### config.mk
export PLATFORM = sky130hd
export DESIGN_NAME = sar_control
export DESIGN_NICKNAME = d
export VERILOG_FILES = /design/src/pkg/sar_pkg.sv /design/src/hw/sar_control.sv /design/src/hw/clk_divider.sv /design/src/hw/result_formatter.sv
export SDC_FILE = /design/constraint.sdc
export NUM_CORES = 1
export LEC_CHECK = 0
export ABC_AREA = 0
export BUFFER_PORTS_ARGS = -buffer_cell sky130_fd_sc_hd__buf_4
export CAP_MARGIN = 40
export CORE_MARGIN = 2
export CORE_UTILIZATION = 50
export DETAILED_ROUTE_END_ITERATION = 16
export PLACE_DENSITY = 0.77
export SYNTH_ARGS = -nofsm -noshare
export SYNTH_HDL_FRONTEND = slang
export SYNTH_HIERARCHICAL = 1
export SYNTH_SLANG_ARGS = --single-unit
export TNS_END_PERCENT = 100
### constraint.sdc
create_clock -name clk_sys_i -period 2.5 [get_ports clk_sys_i]
set_input_delay 0.125 -clock clk_sys_i [delete_from_list [all_inputs] [get_ports clk_sys_i]]
set_output_delay 0.125 -clock clk_sys_i [all_outputs]
set_load 0.01 [all_outputs]
### src/pkg/sar_pkg.sv
package sar_pkg;
  // register byte addresses on apb
  localparam logic [7:0] CTRL_OFFS = 8'h00;
  localparam logic [7:0] POS_SEL_OFFS = 8'h04;
  localparam logic [7:0] NEG_SEL_OFFS = 8'h08;
  localparam logic [7:0] CFG_OFFS = 8'h0c;
  localparam logic [7:0] RES_HIGH_OFFS = 8'h10;
  localparam logic [7:0] RES_LOW_OFFS = 8'h14;
  localparam logic [7:0] IRQ_STAT_OFFS = 8'h18;
  localparam logic [7:0] IRQ_MASK_OFFS = 8'h1c;
  // control register fields
  localparam int LJST_POS = 0;
  localparam int TRACK_POS = 6;
  localparam int BUSY_POS = 4;
  localparam int DONE_POS = 5;
  localparam int EN_POS = 7;
  // irq status fields
  localparam int IRQ_DONE_POS = 0;
  // select encodings
  localparam logic [4:0] SEL_LAST_PORT = 5'h14;
  localparam logic [4:0] POS_TEMP = 5'h1e;
  localparam logic [4:0] POS_SUPPLY = 5'h1f;
  localparam logic [4:0] NEG_REF = 5'h1e;
  localparam logic [4:0] NEG_GND = 5'h1f;
  localparam int NUM_SELECTIONS = 23;
  // reset values
  localparam logic [7:0] CTRL_RST = 8'h00;
  localparam logic [4:0] SEL_RST = 5'h00;
  localparam logic [4:0] DIV_RST = 5'h1f;
  // timing in conversion clocks
  localparam logic [3:0] TRACK_CLKS = 4'h3;
  localparam logic [3:0] CONV_BITS = 4'ha;
  typedef enum logic [1:0] {IDLE, TRACK, CONVERT} conv_state_e;
endpackage : sar_pkg

### src/hw/sar_control.sv
`timescale 1ns/1ps
`default_nettype none
module sar_control (
  input wire logic clk_sys_i,
  input wire logic rst_i,
  input wire logic psel,
  input wire logic penable,
  input wire logic pwrite,
  input wire logic [7:0] paddr,
  input wire logic [31:0] pwdata,
  output logic [31:0] prdata,
  output logic pready,
  output logic pslverr,
  input wire logic [9:0] sar_code_i,
  output logic converter_enable_o,
  output logic track_o,
  output logic sample_hold_o,
  output logic [4:0] pos_mux_o,
  output logic [4:0] neg_mux_o,
  output logic temp_sensor_en_o,
  output logic diff_mode_o,
  output logic irq_o
);
  typedef struct packed {
    logic [7:0] ctrl;
    logic [4:0] pos_sel;
    logic [4:0] neg_sel;
    logic [4:0] div;
    logic [7:0] res_high;
    logic [7:0] res_low;
    logic irq_stat;
    logic irq_mask;
    sar_pkg::conv_state_e state;
    logic [3:0] cnt;
    logic [31:0] rdata;
    logic ready;
    logic slverr;
    logic track;
    logic hold;
    logic temp_en;
    logic irq;
    logic diff;
  } ctl_s;
  ctl_s st_reg;
  ctl_s st_next;

  logic tick;
  logic run;
  logic diff;
  logic [7:0] fmt_high;
  logic [7:0] fmt_low;
  logic access;
  logic wr;
  logic done_evt;

  assign access = psel && penable && !st_reg.ready;
  // writes land on the edge where the master sees pready high, not one edge early
  assign wr = psel && penable && pwrite && st_reg.ready;
  // registered mode flag, updated in the same edge as the negative select
  assign diff = st_reg.diff;
  assign run = st_reg.ctrl[sar_pkg::EN_POS] && (st_reg.state != sar_pkg::IDLE);

  // divider restarts per conversion for a fixed track window
  clk_divider u_div (
    .clk_sys_i(clk_sys_i),
    .rst_i(rst_i),
    .run_i(run),
    .div_i(st_reg.div),
    .tick_o(tick)
  );

  // formatting uses the alignment bit as it stands at completion
  result_formatter u_fmt (
    .code_i(sar_code_i),
    .diff_i(diff),
    .left_i(st_reg.ctrl[sar_pkg::LJST_POS]),
    .high_o(fmt_high),
    .low_o(fmt_low)
  );

  assign done_evt = (st_reg.state == sar_pkg::CONVERT) && tick && (st_reg.cnt == 4'h1);

  // bus, conversion sequencer and interrupt in one next-state process
  always_comb
  begin
    st_next = st_reg;
    st_next.ready = 1'b0;
    st_next.slverr = 1'b0;
    // register writes
    if (wr)
    begin
      unique case (paddr)
        sar_pkg::CTRL_OFFS:
        begin
          st_next.ctrl[sar_pkg::EN_POS] = pwdata[sar_pkg::EN_POS];
          st_next.ctrl[sar_pkg::TRACK_POS] = pwdata[sar_pkg::TRACK_POS];
          st_next.ctrl[sar_pkg::LJST_POS] = pwdata[sar_pkg::LJST_POS];
          if (!pwdata[sar_pkg::DONE_POS])
            st_next.ctrl[sar_pkg::DONE_POS] = 1'b0;
        end
        sar_pkg::POS_SEL_OFFS: st_next.pos_sel = pwdata[4:0];
        sar_pkg::NEG_SEL_OFFS: st_next.neg_sel = pwdata[4:0];
        sar_pkg::CFG_OFFS: st_next.div = pwdata[4:0];
        sar_pkg::IRQ_STAT_OFFS:
          if (pwdata[sar_pkg::IRQ_DONE_POS])
            st_next.irq_stat = 1'b0;
        sar_pkg::IRQ_MASK_OFFS: st_next.irq_mask = pwdata[sar_pkg::IRQ_DONE_POS];
        sar_pkg::RES_HIGH_OFFS, sar_pkg::RES_LOW_OFFS: ;
        default: ; // error already flagged on pslverr
      endcase
    end
    // register reads
    if (access)
    begin
      st_next.ready = 1'b1;
      st_next.rdata = 32'h0000_0000;
      unique case (paddr)
        sar_pkg::CTRL_OFFS: st_next.rdata[7:0] = st_reg.ctrl;
        sar_pkg::POS_SEL_OFFS: st_next.rdata[4:0] = st_reg.pos_sel;
        sar_pkg::NEG_SEL_OFFS: st_next.rdata[4:0] = st_reg.neg_sel;
        sar_pkg::CFG_OFFS: st_next.rdata[4:0] = st_reg.div;
        sar_pkg::RES_HIGH_OFFS: st_next.rdata[7:0] = st_reg.res_high;
        sar_pkg::RES_LOW_OFFS: st_next.rdata[7:0] = st_reg.res_low;
        sar_pkg::IRQ_STAT_OFFS: st_next.rdata[0] = st_reg.irq_stat;
        sar_pkg::IRQ_MASK_OFFS: st_next.rdata[0] = st_reg.irq_mask;
        default: st_next.slverr = 1'b1; // unmapped read or write
      endcase
    end
    // conversion sequencer
    unique case (st_reg.state)
      sar_pkg::IDLE:
        if (wr && paddr == sar_pkg::CTRL_OFFS && pwdata[sar_pkg::BUSY_POS]
            && st_reg.ctrl[sar_pkg::EN_POS] && pwdata[sar_pkg::EN_POS])
        begin
          st_next.ctrl[sar_pkg::BUSY_POS] = 1'b1;
          // tracking mode written together with the start applies at once
          if (pwdata[sar_pkg::TRACK_POS])
          begin
            st_next.state = sar_pkg::TRACK;
            st_next.cnt = sar_pkg::TRACK_CLKS;
          end
          else
          begin
            st_next.state = sar_pkg::CONVERT;
            st_next.cnt = sar_pkg::CONV_BITS;
          end
        end
      sar_pkg::TRACK:
        if (tick)
        begin
          st_next.cnt = st_reg.cnt - 4'h1;
          if (st_reg.cnt == 4'h1)
          begin
            st_next.state = sar_pkg::CONVERT;
            st_next.cnt = sar_pkg::CONV_BITS;
          end
        end
      sar_pkg::CONVERT:
        if (tick)
        begin
          st_next.cnt = st_reg.cnt - 4'h1;
          if (done_evt)
          begin
            st_next.state = sar_pkg::IDLE;
            st_next.ctrl[sar_pkg::BUSY_POS] = 1'b0;
            st_next.ctrl[sar_pkg::DONE_POS] = 1'b1; // set wins over clear
            st_next.irq_stat = 1'b1;
            st_next.res_high = fmt_high; // held until next completion
            st_next.res_low = fmt_low;
          end
        end
      default: st_next.state = sar_pkg::IDLE; // unused code falls back to idle
    endcase
    // disabling aborts the conversion, results kept
    if (!st_next.ctrl[sar_pkg::EN_POS])
    begin
      st_next.state = sar_pkg::IDLE;
      st_next.ctrl[sar_pkg::BUSY_POS] = 1'b0;
    end
    // tracking: continuous unless low-power mode, never while converting
    st_next.track = st_next.ctrl[sar_pkg::EN_POS] && (st_next.state != sar_pkg::CONVERT)
      && (!st_next.ctrl[sar_pkg::TRACK_POS] || st_next.state == sar_pkg::TRACK);
    st_next.hold = (st_next.state == sar_pkg::CONVERT);
    st_next.temp_en = st_next.ctrl[sar_pkg::EN_POS]
      && (st_next.pos_sel == sar_pkg::POS_TEMP);
    st_next.irq = st_next.irq_stat && st_next.irq_mask;
    // single-ended only when ground is the negative input
    st_next.diff = (st_next.neg_sel != sar_pkg::NEG_GND);
  end

  always_ff @(posedge clk_sys_i)
  begin
    if (rst_i)
    begin
      st_reg <= '0;
      st_reg.ctrl <= sar_pkg::CTRL_RST;
      st_reg.pos_sel <= sar_pkg::SEL_RST;
      st_reg.neg_sel <= sar_pkg::SEL_RST;
      st_reg.div <= sar_pkg::DIV_RST;
      st_reg.state <= sar_pkg::IDLE;
      st_reg.diff <= 1'b1; // reset select is a port, so differential
    end
    else
    begin
      st_reg <= st_next;
    end
  end

  // pure flop outputs
  assign prdata = st_reg.rdata;
  assign pready = st_reg.ready;
  assign pslverr = st_reg.slverr;
  assign converter_enable_o = st_reg.ctrl[sar_pkg::EN_POS];
  assign track_o = st_reg.track;
  assign sample_hold_o = st_reg.hold;
  assign pos_mux_o = st_reg.pos_sel;
  assign neg_mux_o = st_reg.neg_sel;
  assign temp_sensor_en_o = st_reg.temp_en;
  assign diff_mode_o = st_reg.diff;
  assign irq_o = st_reg.irq;
endmodule : sar_control
`default_nettype wire

### src/hw/clk_divider.sv
`timescale 1ns/1ps
`default_nettype none
// one-cycle enable at clk / (div + 1)
module clk_divider (
  input wire logic clk_sys_i,
  input wire logic rst_i,
  input wire logic run_i,
  input wire logic [4:0] div_i,
  output logic tick_o
);
  typedef struct packed {
    logic [4:0] cnt;
    logic tick;
  } div_s;
  div_s st_reg;
  div_s st_next;

  // count restarts whenever run is low so every conversion is aligned
  always_comb
  begin
    st_next = st_reg;
    st_next.tick = 1'b0;
    if (!run_i)
    begin
      st_next.cnt = 5'h00;
    end
    else if (st_reg.cnt >= div_i)
    begin
      st_next.cnt = 5'h00;
      st_next.tick = 1'b1;
    end
    else
    begin
      st_next.cnt = st_reg.cnt + 5'h01;
    end
  end

  always_ff @(posedge clk_sys_i)
  begin
    if (rst_i)
      st_reg <= '0;
    else
      st_reg <= st_next;
  end

  assign tick_o = st_reg.tick;
endmodule : clk_divider
`default_nettype wire

### src/hw/result_formatter.sv
`timescale 1ns/1ps
`default_nettype none
// packs a 10-bit code into high and low result bytes
module result_formatter (
  input wire logic [9:0] code_i,
  input wire logic diff_i,
  input wire logic left_i,
  output logic [7:0] high_o,
  output logic [7:0] low_o
);
  logic [15:0] word;

  // alignment, sign extension and zero fill
  always_comb
  begin
    word = 16'h0000;
    if (left_i)
      word = {code_i, 6'h00};
    else if (diff_i)
      word = {{6{code_i[9]}}, code_i};
    else
      word = {6'h00, code_i};
  end

  assign high_o = word[15:8];
  assign low_o = word[7:0];
endmodule : result_formatter
`default_nettype wire

==> results of run 1 <==
[stage by stage]
| stage | total power (W) | cell area, um2 |
|---|---|---|
| 2_1_floorplan | 0.00117 | 3740 |
| 3_3_place_gp | 0.00120 | 3900 |
| 3_5_place_dp | 0.00120 | 3900 |
| 4_1_cts | 0.00193 | 4060 |
| 5_1_grt | 0.00199 | 4060 |
| 6_report | 0.00192 | 4060 |
[Yosys cell counts, drive strengths merged (7+ instances only)]
cell type / count
mux2i: 20
dfxtp: 65
inv: 19
clkbuf: 11
ha: 12
mux2: 7
nand3: 10
buf: 50
nor3: 17
nand2: 57
nor2: 39
a21oi: 31
nor2b: 13
o21ai: 11
[routing by layer]
layer,routed length [um],vias to the layer above
li1,-,1476
met1,3520,1365
met2,3680,95
met3,438,14
met4,162,0
met5,0,-
[worst reg2reg max path: cells and delay by family (launching register included)]
family,cells,cell delay (ns)
compound gates,2,0.68
simple gates,4,0.82
flops,1,0.34
[worst paths after layout]
path | from | endpoint | cells after the start
max | pready$_SDFF_PP0_ | st_reg[42]$_SDFFE_PP0P_ | 6
min | pwdata[3] | neg_mux_o[3]$_SDFF_PP0_ | 3
min reg2reg | st_reg[49]$_SDFFE_PP0P_ | st_reg[49]$_SDFFE_PP0P_ | 2
max reg2reg | pready$_SDFF_PP0_ | st_reg[42]$_SDFFE_PP0P_ | 6
[power by group through the flow]
| stage | sequential (W) | combinational (W) | clock, W |
|---|---|---|---|
| 2_1_floorplan | 0.00106 | 0.000107 | 0 |
| 3_5_place_dp | 0.00106 | 0.000143 | 0 |
| 5_1_grt | 0.00104 | 0.000160 | 0.000789 |
| 3_3_place_gp | 0.00106 | 0.000141 | 0 |
| 4_1_cts | 0.00104 | 0.000144 | 0.000745 |
| 6_report | 0.00104 | 0.000144 | 0.000741 |
[cell families after synthesis]
family | count (synthesis)
XOR/XNOR | 4
AND/OR/NAND/NOR | 160
flip-flops | 65
other | 1
multiplexers | 30
AO/OA/AOI/OAI | 78
buffers and inverters | 80
adder cells (fa/ha/maj) | 12
[area by class of cell]
type	instances	area share, %
well taps	99	3.05
inverters	19	1.76
flip-flops and latches	65	32.1
clock inverters	4	0.493
multi-input cells	308	48.2
repair buffers	60	11.1
clock buffers	12	3.33
==> implementation parameters, run 1 <==
Parameter                              Value

Synthesis
  Number of synthesized flops with an enable pin    0
  Count of warnings emitted by yosys    6
  Async set-reset flop share out of synthesis    0%
  Compound-gate portion of the synthesized area    13.7%
  Area share of the largest cell type after synthesis    35.6%
  Synthesized-area fraction occupied by adder cells    under 10%
  Flip-flop and latch count after synthesis    65
  Top area cells in the synthesized netlist    dfxtp_1 36%, buf_4 8.6%, nand2_1 5.8%
  Post-synthesis area per instance    8.49 um2
  Commonest register cell after synthesis    dfxtp_1
  Synth cell types    60
  Mux contribution to synthesized area    9.90%
  Share of the yosys chip area belonging to registers    35.6%
  Mapped Cells    430
  Share of synthesized cell area in and, or, nand and nor gates    22.4%
  Combinational family with the most area after synthesis    simple AND/OR/NAND/NOR gates
  Synthesized-area fraction occupied by xor and xnor cells    0.960%
  Netlist area before placement    ~0.0037 mm2
  Largest area contributor in the synthesized netlist    dfxtp_1

Drt
  Count of nets left with antenna violations after detail routing    0
  Via/cell ratio    5.20
  Routed via count    around 3000
  Detail-routed net length per standard cell    13.8 um
  Residual DRC count    0
  Pre-Repair DR Iteration Count    4
  Routed WL    roughly 8 mm
  Number of DRC markers in iteration 0    127

Pwr
  Total leakage power    between 1.5 and 2 nW
  Clock share of power    approximately two fifths
  Part of the total power dissipated in sequential elements    54.0%
  Net load switching power    0.000475 W
  Power density over cell area    473 mW/mm2
  Max rail drop VDD    0.254 mV
  Proportion of total power due to net switching    24.7%
  Internal power    ~0.0014 W
  Proportion of power drawn by combinational gates    ~7.5%

GRT
  Total grt overflow    0
  Vias in the first global route    2528
  Pin count of the biggest net entering global routing    53
  GR Layer Usage met3    3.60%
  Antenna violations before repair    0
  Met1 capacity usage during global routing    27.0%
  First-pass GRT wire length    12.2 mm
  GRT met2 Usage    31.7%
  Tot GR Track Use    20.2%
  Gr busiest metal    met2

STA
  Maximum clock skew at final layout    0.00688 ns
  Pin slew with the least headroom to its limit    0.549 ns
  Fin worst setup slack    approximately 0.53 ns
  Final critical path time including I/O delays and setup    1.97 ns
  Setup repair after global routing missed its margin    false
  Max Clk Rate    509 MHz
  Final-layout setup total negative slack    0 ns
  Setup violations, final    0
  Relative max-transition margin    63.4%
  Period utilisation layout    about four fifths
  Max-slew violation count    0
  Worst slack on hold paths    0.0462 ns
  Hold Vio Cnt, Final    0

Cells and area
  Largest register FFs    33
  Post-route non-filler standard cell count    567
  Final #Nets    530
  Most frequent cells in the layout    65 x dfxtp_1, 60 x buf_4, 56 x nand2_1
  Fraction of layout cells with a size suffix above 1    20.5%
  Utilization of the core after routing    56.6%
  Total area of multi-input combinational cells    about 0.002 mm2
  Number of diodes    0
  Filler cell count in the final layout    between 600 and 700
  Area Growth Syn to Fin    11.2%
  Area occupied by registers    0.00130 mm2
  Commonest non-fill, non-tap cell in the layout    dfxtp_1

Worst setup path
  Critical setup path kind    flop to flop
  Slowest Stage Delay on Critical Path    0.44 ns
  Nature of the critical path endpoint    flop
  Data arrival, critical path    2.17 ns
  Highest net fanout along the worst path    7
  Bufs and invs on worst path    0
  Library cell appearing most often on the critical path    and4_1
  Register-to-Register Setup Slack    between 0.5 and 0.6 ns
  Required time of the worst setup path    2.71 ns
  Worst path cell trace    and4_1, and4_1, nand2_2, a211oi_1, o311a_1, nor3_1
  Kind of cell adding the most delay to the critical path    simple AND/OR/NAND/NOR gates
  Max stage delay cell, worst path    a211oi_1
  Startpoint type of the worst setup path    flop

CTS
  Maximum buffer depth of the clock tree    2
  Total CTS buffers    9
  Count of instances resized after the clock tree is built    0
  Number of hold-repair buffers added at the cts stage    0
  Clock Tree Root    clkbuf_8
  Deepest level of the CTS H-tree    3
  Clk sink count    between 60 and 70
  Post-CTS setup buffer count    0
  TritonCTS clock tree    yes
  Clock-pin slew reported for the worst setup and hold paths after clock tree synthesis    0.07 ns
  Clock latency on the worst-skew pair    0.35 ns

Placement
  Placed instance count    551
  IO Port Bufs    56
  Placement Setup Slack    0.530 ns
  Global placer's final weighted congestion    between 0.8 and 0.9
  Final HPWL DP    5.80 mm

Run
  Max-cap violations    0

Floorplanning
  Site row count    31
  Starting density of the core    approximately half
  Placeable Area    0.00718 mm2
  Die span in y    just under 90 um
  Die W    89.5 um
  Top-level I/O count    between 100 and 150
  Die footprint    0.00800 mm2

Hold path
  Hold crit path type    input pin to flop

Status
  Status    finished clean
No activity file was read; power rests on OpenSTA's default activity.
==> run 2: changes to the inputs <==
--- a/config.mk
+++ b/config.mk
@@ -9,9 +9,9 @@
 export BUFFER_PORTS_ARGS = -buffer_cell sky130_fd_sc_hd__buf_4
 export CAP_MARGIN = 40
 export CORE_MARGIN = 2
-export CORE_UTILIZATION = 50
+export CORE_UTILIZATION = 47
 export DETAILED_ROUTE_END_ITERATION = 16
-export PLACE_DENSITY = 0.77
+export PLACE_DENSITY = 0.76
 export SYNTH_ARGS = -nofsm -noshare
 export SYNTH_HDL_FRONTEND = slang
 export SYNTH_HIERARCHICAL = 1
==> constraint.sdc (replaced) <==
create_clock -name clk_sys_i -period 1.72 [get_ports clk_sys_i]
set_input_delay 0.086 -clock clk_sys_i [delete_from_list [all_inputs] [get_ports clk_sys_i]]
set_output_delay 0.086 -clock clk_sys_i [all_outputs]
set_load 0.01 [all_outputs]
==> run 2 against run 1 <==
Against the previous run:
- the run now ends with setup timing left
- global-route usage up 1.7 points
- final cell count up 6.0%
- core utilization up 2.7 points
- combinational power up 59%
- flip-flop and latch count unchanged
- largest power group is now clock
- clock-buffer cell count down 1
- design area up 11%
- die area up 6.1%
- first-iteration DRC count up 21%
- non-clock buffer count up 31
- clock power up 110%
- worst hold slack worse by 0.031 ns
==> implementation parameters, run 2 (synthesis results as in run 1) <==
Parameter                              Value

STA
  Final critical path time including I/O delays and setup    1.74 ns
  Relative max-transition margin    a little over three fifths
  Maximum clock skew at final layout    just under 0.007 ns
  Fin worst setup slack    -0.0226 ns
  Max-slew violation count    0
  Setup repair after global routing missed its margin    true
  Setup violations, final    2
  Period utilisation layout    101%
  Worst slack on hold paths    0.0155 ns
  Max Clk Rate    574 MHz
  Pin slew with the least headroom to its limit    approximately 0.55 ns
  Hold Vio Cnt, Final    0

Drt
  Number of DRC markers in iteration 0    approximately 150
  Count of nets left with antenna violations after detail routing    0
  Detail-routed net length per standard cell    around 15 um
  Via/cell ratio    5.19
  Routed via count    3118
  Pre-Repair DR Iteration Count    4
  Routed WL    slightly below 9 mm
  Residual DRC count    0

Floorplanning
  Die W    92.1 um
  Starting density of the core    roughly 48%
  Site row count    32
  Top-level I/O count    105
  Die footprint    0.00849 mm2
  Placeable Area    approximately 0.0076 mm2
  Die span in y    roughly 92 um

Cells and area
  Area Growth Syn to Fin    23.5%
  Number of diodes    0
  Commonest non-fill, non-tap cell in the layout    buf_4
  Fraction of layout cells with a size suffix above 1    28.9%
  Post-route non-filler standard cell count    601
  Final #Nets    approximately 560
  Utilization of the core after routing    about three fifths
  Largest register FFs    33
  Most frequent cells in the layout    87 x buf_4, 61 x dfxtp_1, 56 x nand2_1

Worst setup path
  Kind of cell adding the most delay to the critical path    simple AND/OR/NAND/NOR gates
  Highest net fanout along the worst path    6
  Startpoint type of the worst setup path    flop
  Worst path cell trace    nor4bb_4, buf_4, nor2b_1, o22a_1, a211oi_2, nor3_2, and2_1
  Data arrival, critical path    1.99 ns
  Bufs and invs on worst path    1
  Nature of the critical path endpoint    flop
  Max stage delay cell, worst path    dfxtp_1
  Slowest Stage Delay on Critical Path    approximately 0.40 ns
  Critical setup path kind    flop to flop
  Required time of the worst setup path    1.97 ns

GRT
  Pin count of the biggest net entering global routing    53
  First-pass GRT wire length    14.7 mm
  Antenna violations before repair    0
  Total grt overflow    0
  Tot GR Track Use    22.0%
  Vias in the first global route    3092

CTS
  Clock Tree Root    clkbuf_8
  Clock latency on the worst-skew pair    0.35 ns
  Deepest level of the CTS H-tree    3
  Maximum buffer depth of the clock tree    2
  Clock-pin slew reported for the worst setup and hold paths after clock tree synthesis    0.07 ns
  Clk sink count    65
  Total CTS buffers    9
  TritonCTS clock tree    yes

Pwr
  Part of the total power dissipated in sequential elements    a little under half
  Max rail drop VDD    just under 0.6 mV
  Total leakage power    1.92 nW
  Proportion of power drawn by combinational gates    approximately 7%
  Clock share of power    47.8%
  Internal power    0.00260 W
  Proportion of total power due to net switching    21.8%
  Net load switching power    ~0.00072 W
  Power density over cell area    roughly 740 mW/mm2

Status
  Violations in the final reports    setup timing
  Status    finished, violations left

Placement
  IO Port Bufs    56
  Placed instance count    579
  Global placer's final weighted congestion    ~0.88
  Final HPWL DP    6.48 mm

Hold path
  Hold crit path type    input pin to flop

Run
  Max-cap violations    0
-- run 2: worst register-to-register path, cell delays in order, from the launching register on --
cell	delay, ns
dfxtp_1	0.40
nor4bb_4	0.30
buf_4	0.18
nor2b_1	0.05
o22a_1	0.22
a211oi_2	0.29
nor3_2	0.07
and2_1	0.14
-- run 2: path summary, 6_finish.rpt --
path                            cells after the start                    start  slack (ns)                        to
worst max-delay path                                7  u_div/tick_o$_SDFF_PP0_       -0.02  sample_hold_o$_SDFF_PP0_
worst min-delay path                                3                pwdata[2]        0.02   neg_mux_o[2]$_SDFF_PP0_
worst max register to register                      7  u_div/tick_o$_SDFF_PP0_       -0.02  sample_hold_o$_SDFF_PP0_
worst min register to register                      2  st_reg[51]$_SDFFE_PP0P_        0.46   st_reg[51]$_SDFFE_PP0P_
-- run 2: routing by layer --
layer	share of wire [%]	global-route usage (%)
met1	41	26.9
met2	50	36.2
met3	5.5	5.34
met4	2.8	10.6
met5	0	0
-- run 2: timing repair --
action                     in CTS  in global routing
hold endpoints to repair        2                  0
hold buffers                    1                  0
buffers inserted                3                  2
pin swaps                       3                  7
gates resized for setup        11                 10
setup endpoints to repair       6                 23
-- run 2: cell type report --
cell class	count	area, um2
Sequential cell	65	1310
Clock inverter	5	103
Multi-Input combinational cell	308	2040
Fill cell	674	3100
Clock buffer	11	141
Inverter	19	71.3
Tap cell	102	128
Timing Repair Buffer	91	723
-- run 2: per-stage QoR --
stage          cell area [um2]  total power (W)  setup TNS [ns]  setup slack [ns]
2_1_floorplan             3750          0.00170               0           0.00490
3_3_place_gp              4140          0.00176         -0.0902           -0.0302
3_5_place_dp              4140          0.00176          -0.426            -0.163
4_1_cts                   4450          0.00335               0          0.000532
5_1_grt                   4510          0.00345          -0.798            -0.163
6_report                  4510          0.00332         -0.0408           -0.0226
-- run 2: power by group through the flow --
stage          combinational [W]  clock [W]  sequential, W
6_report                0.000229    0.00159        0.00151
5_1_grt                 0.000252    0.00169        0.00151
4_1_cts                 0.000225    0.00162        0.00151
3_5_place_dp            0.000222          0        0.00154
3_3_place_gp            0.000219          0        0.00154
2_1_floorplan           0.000156          0        0.00154
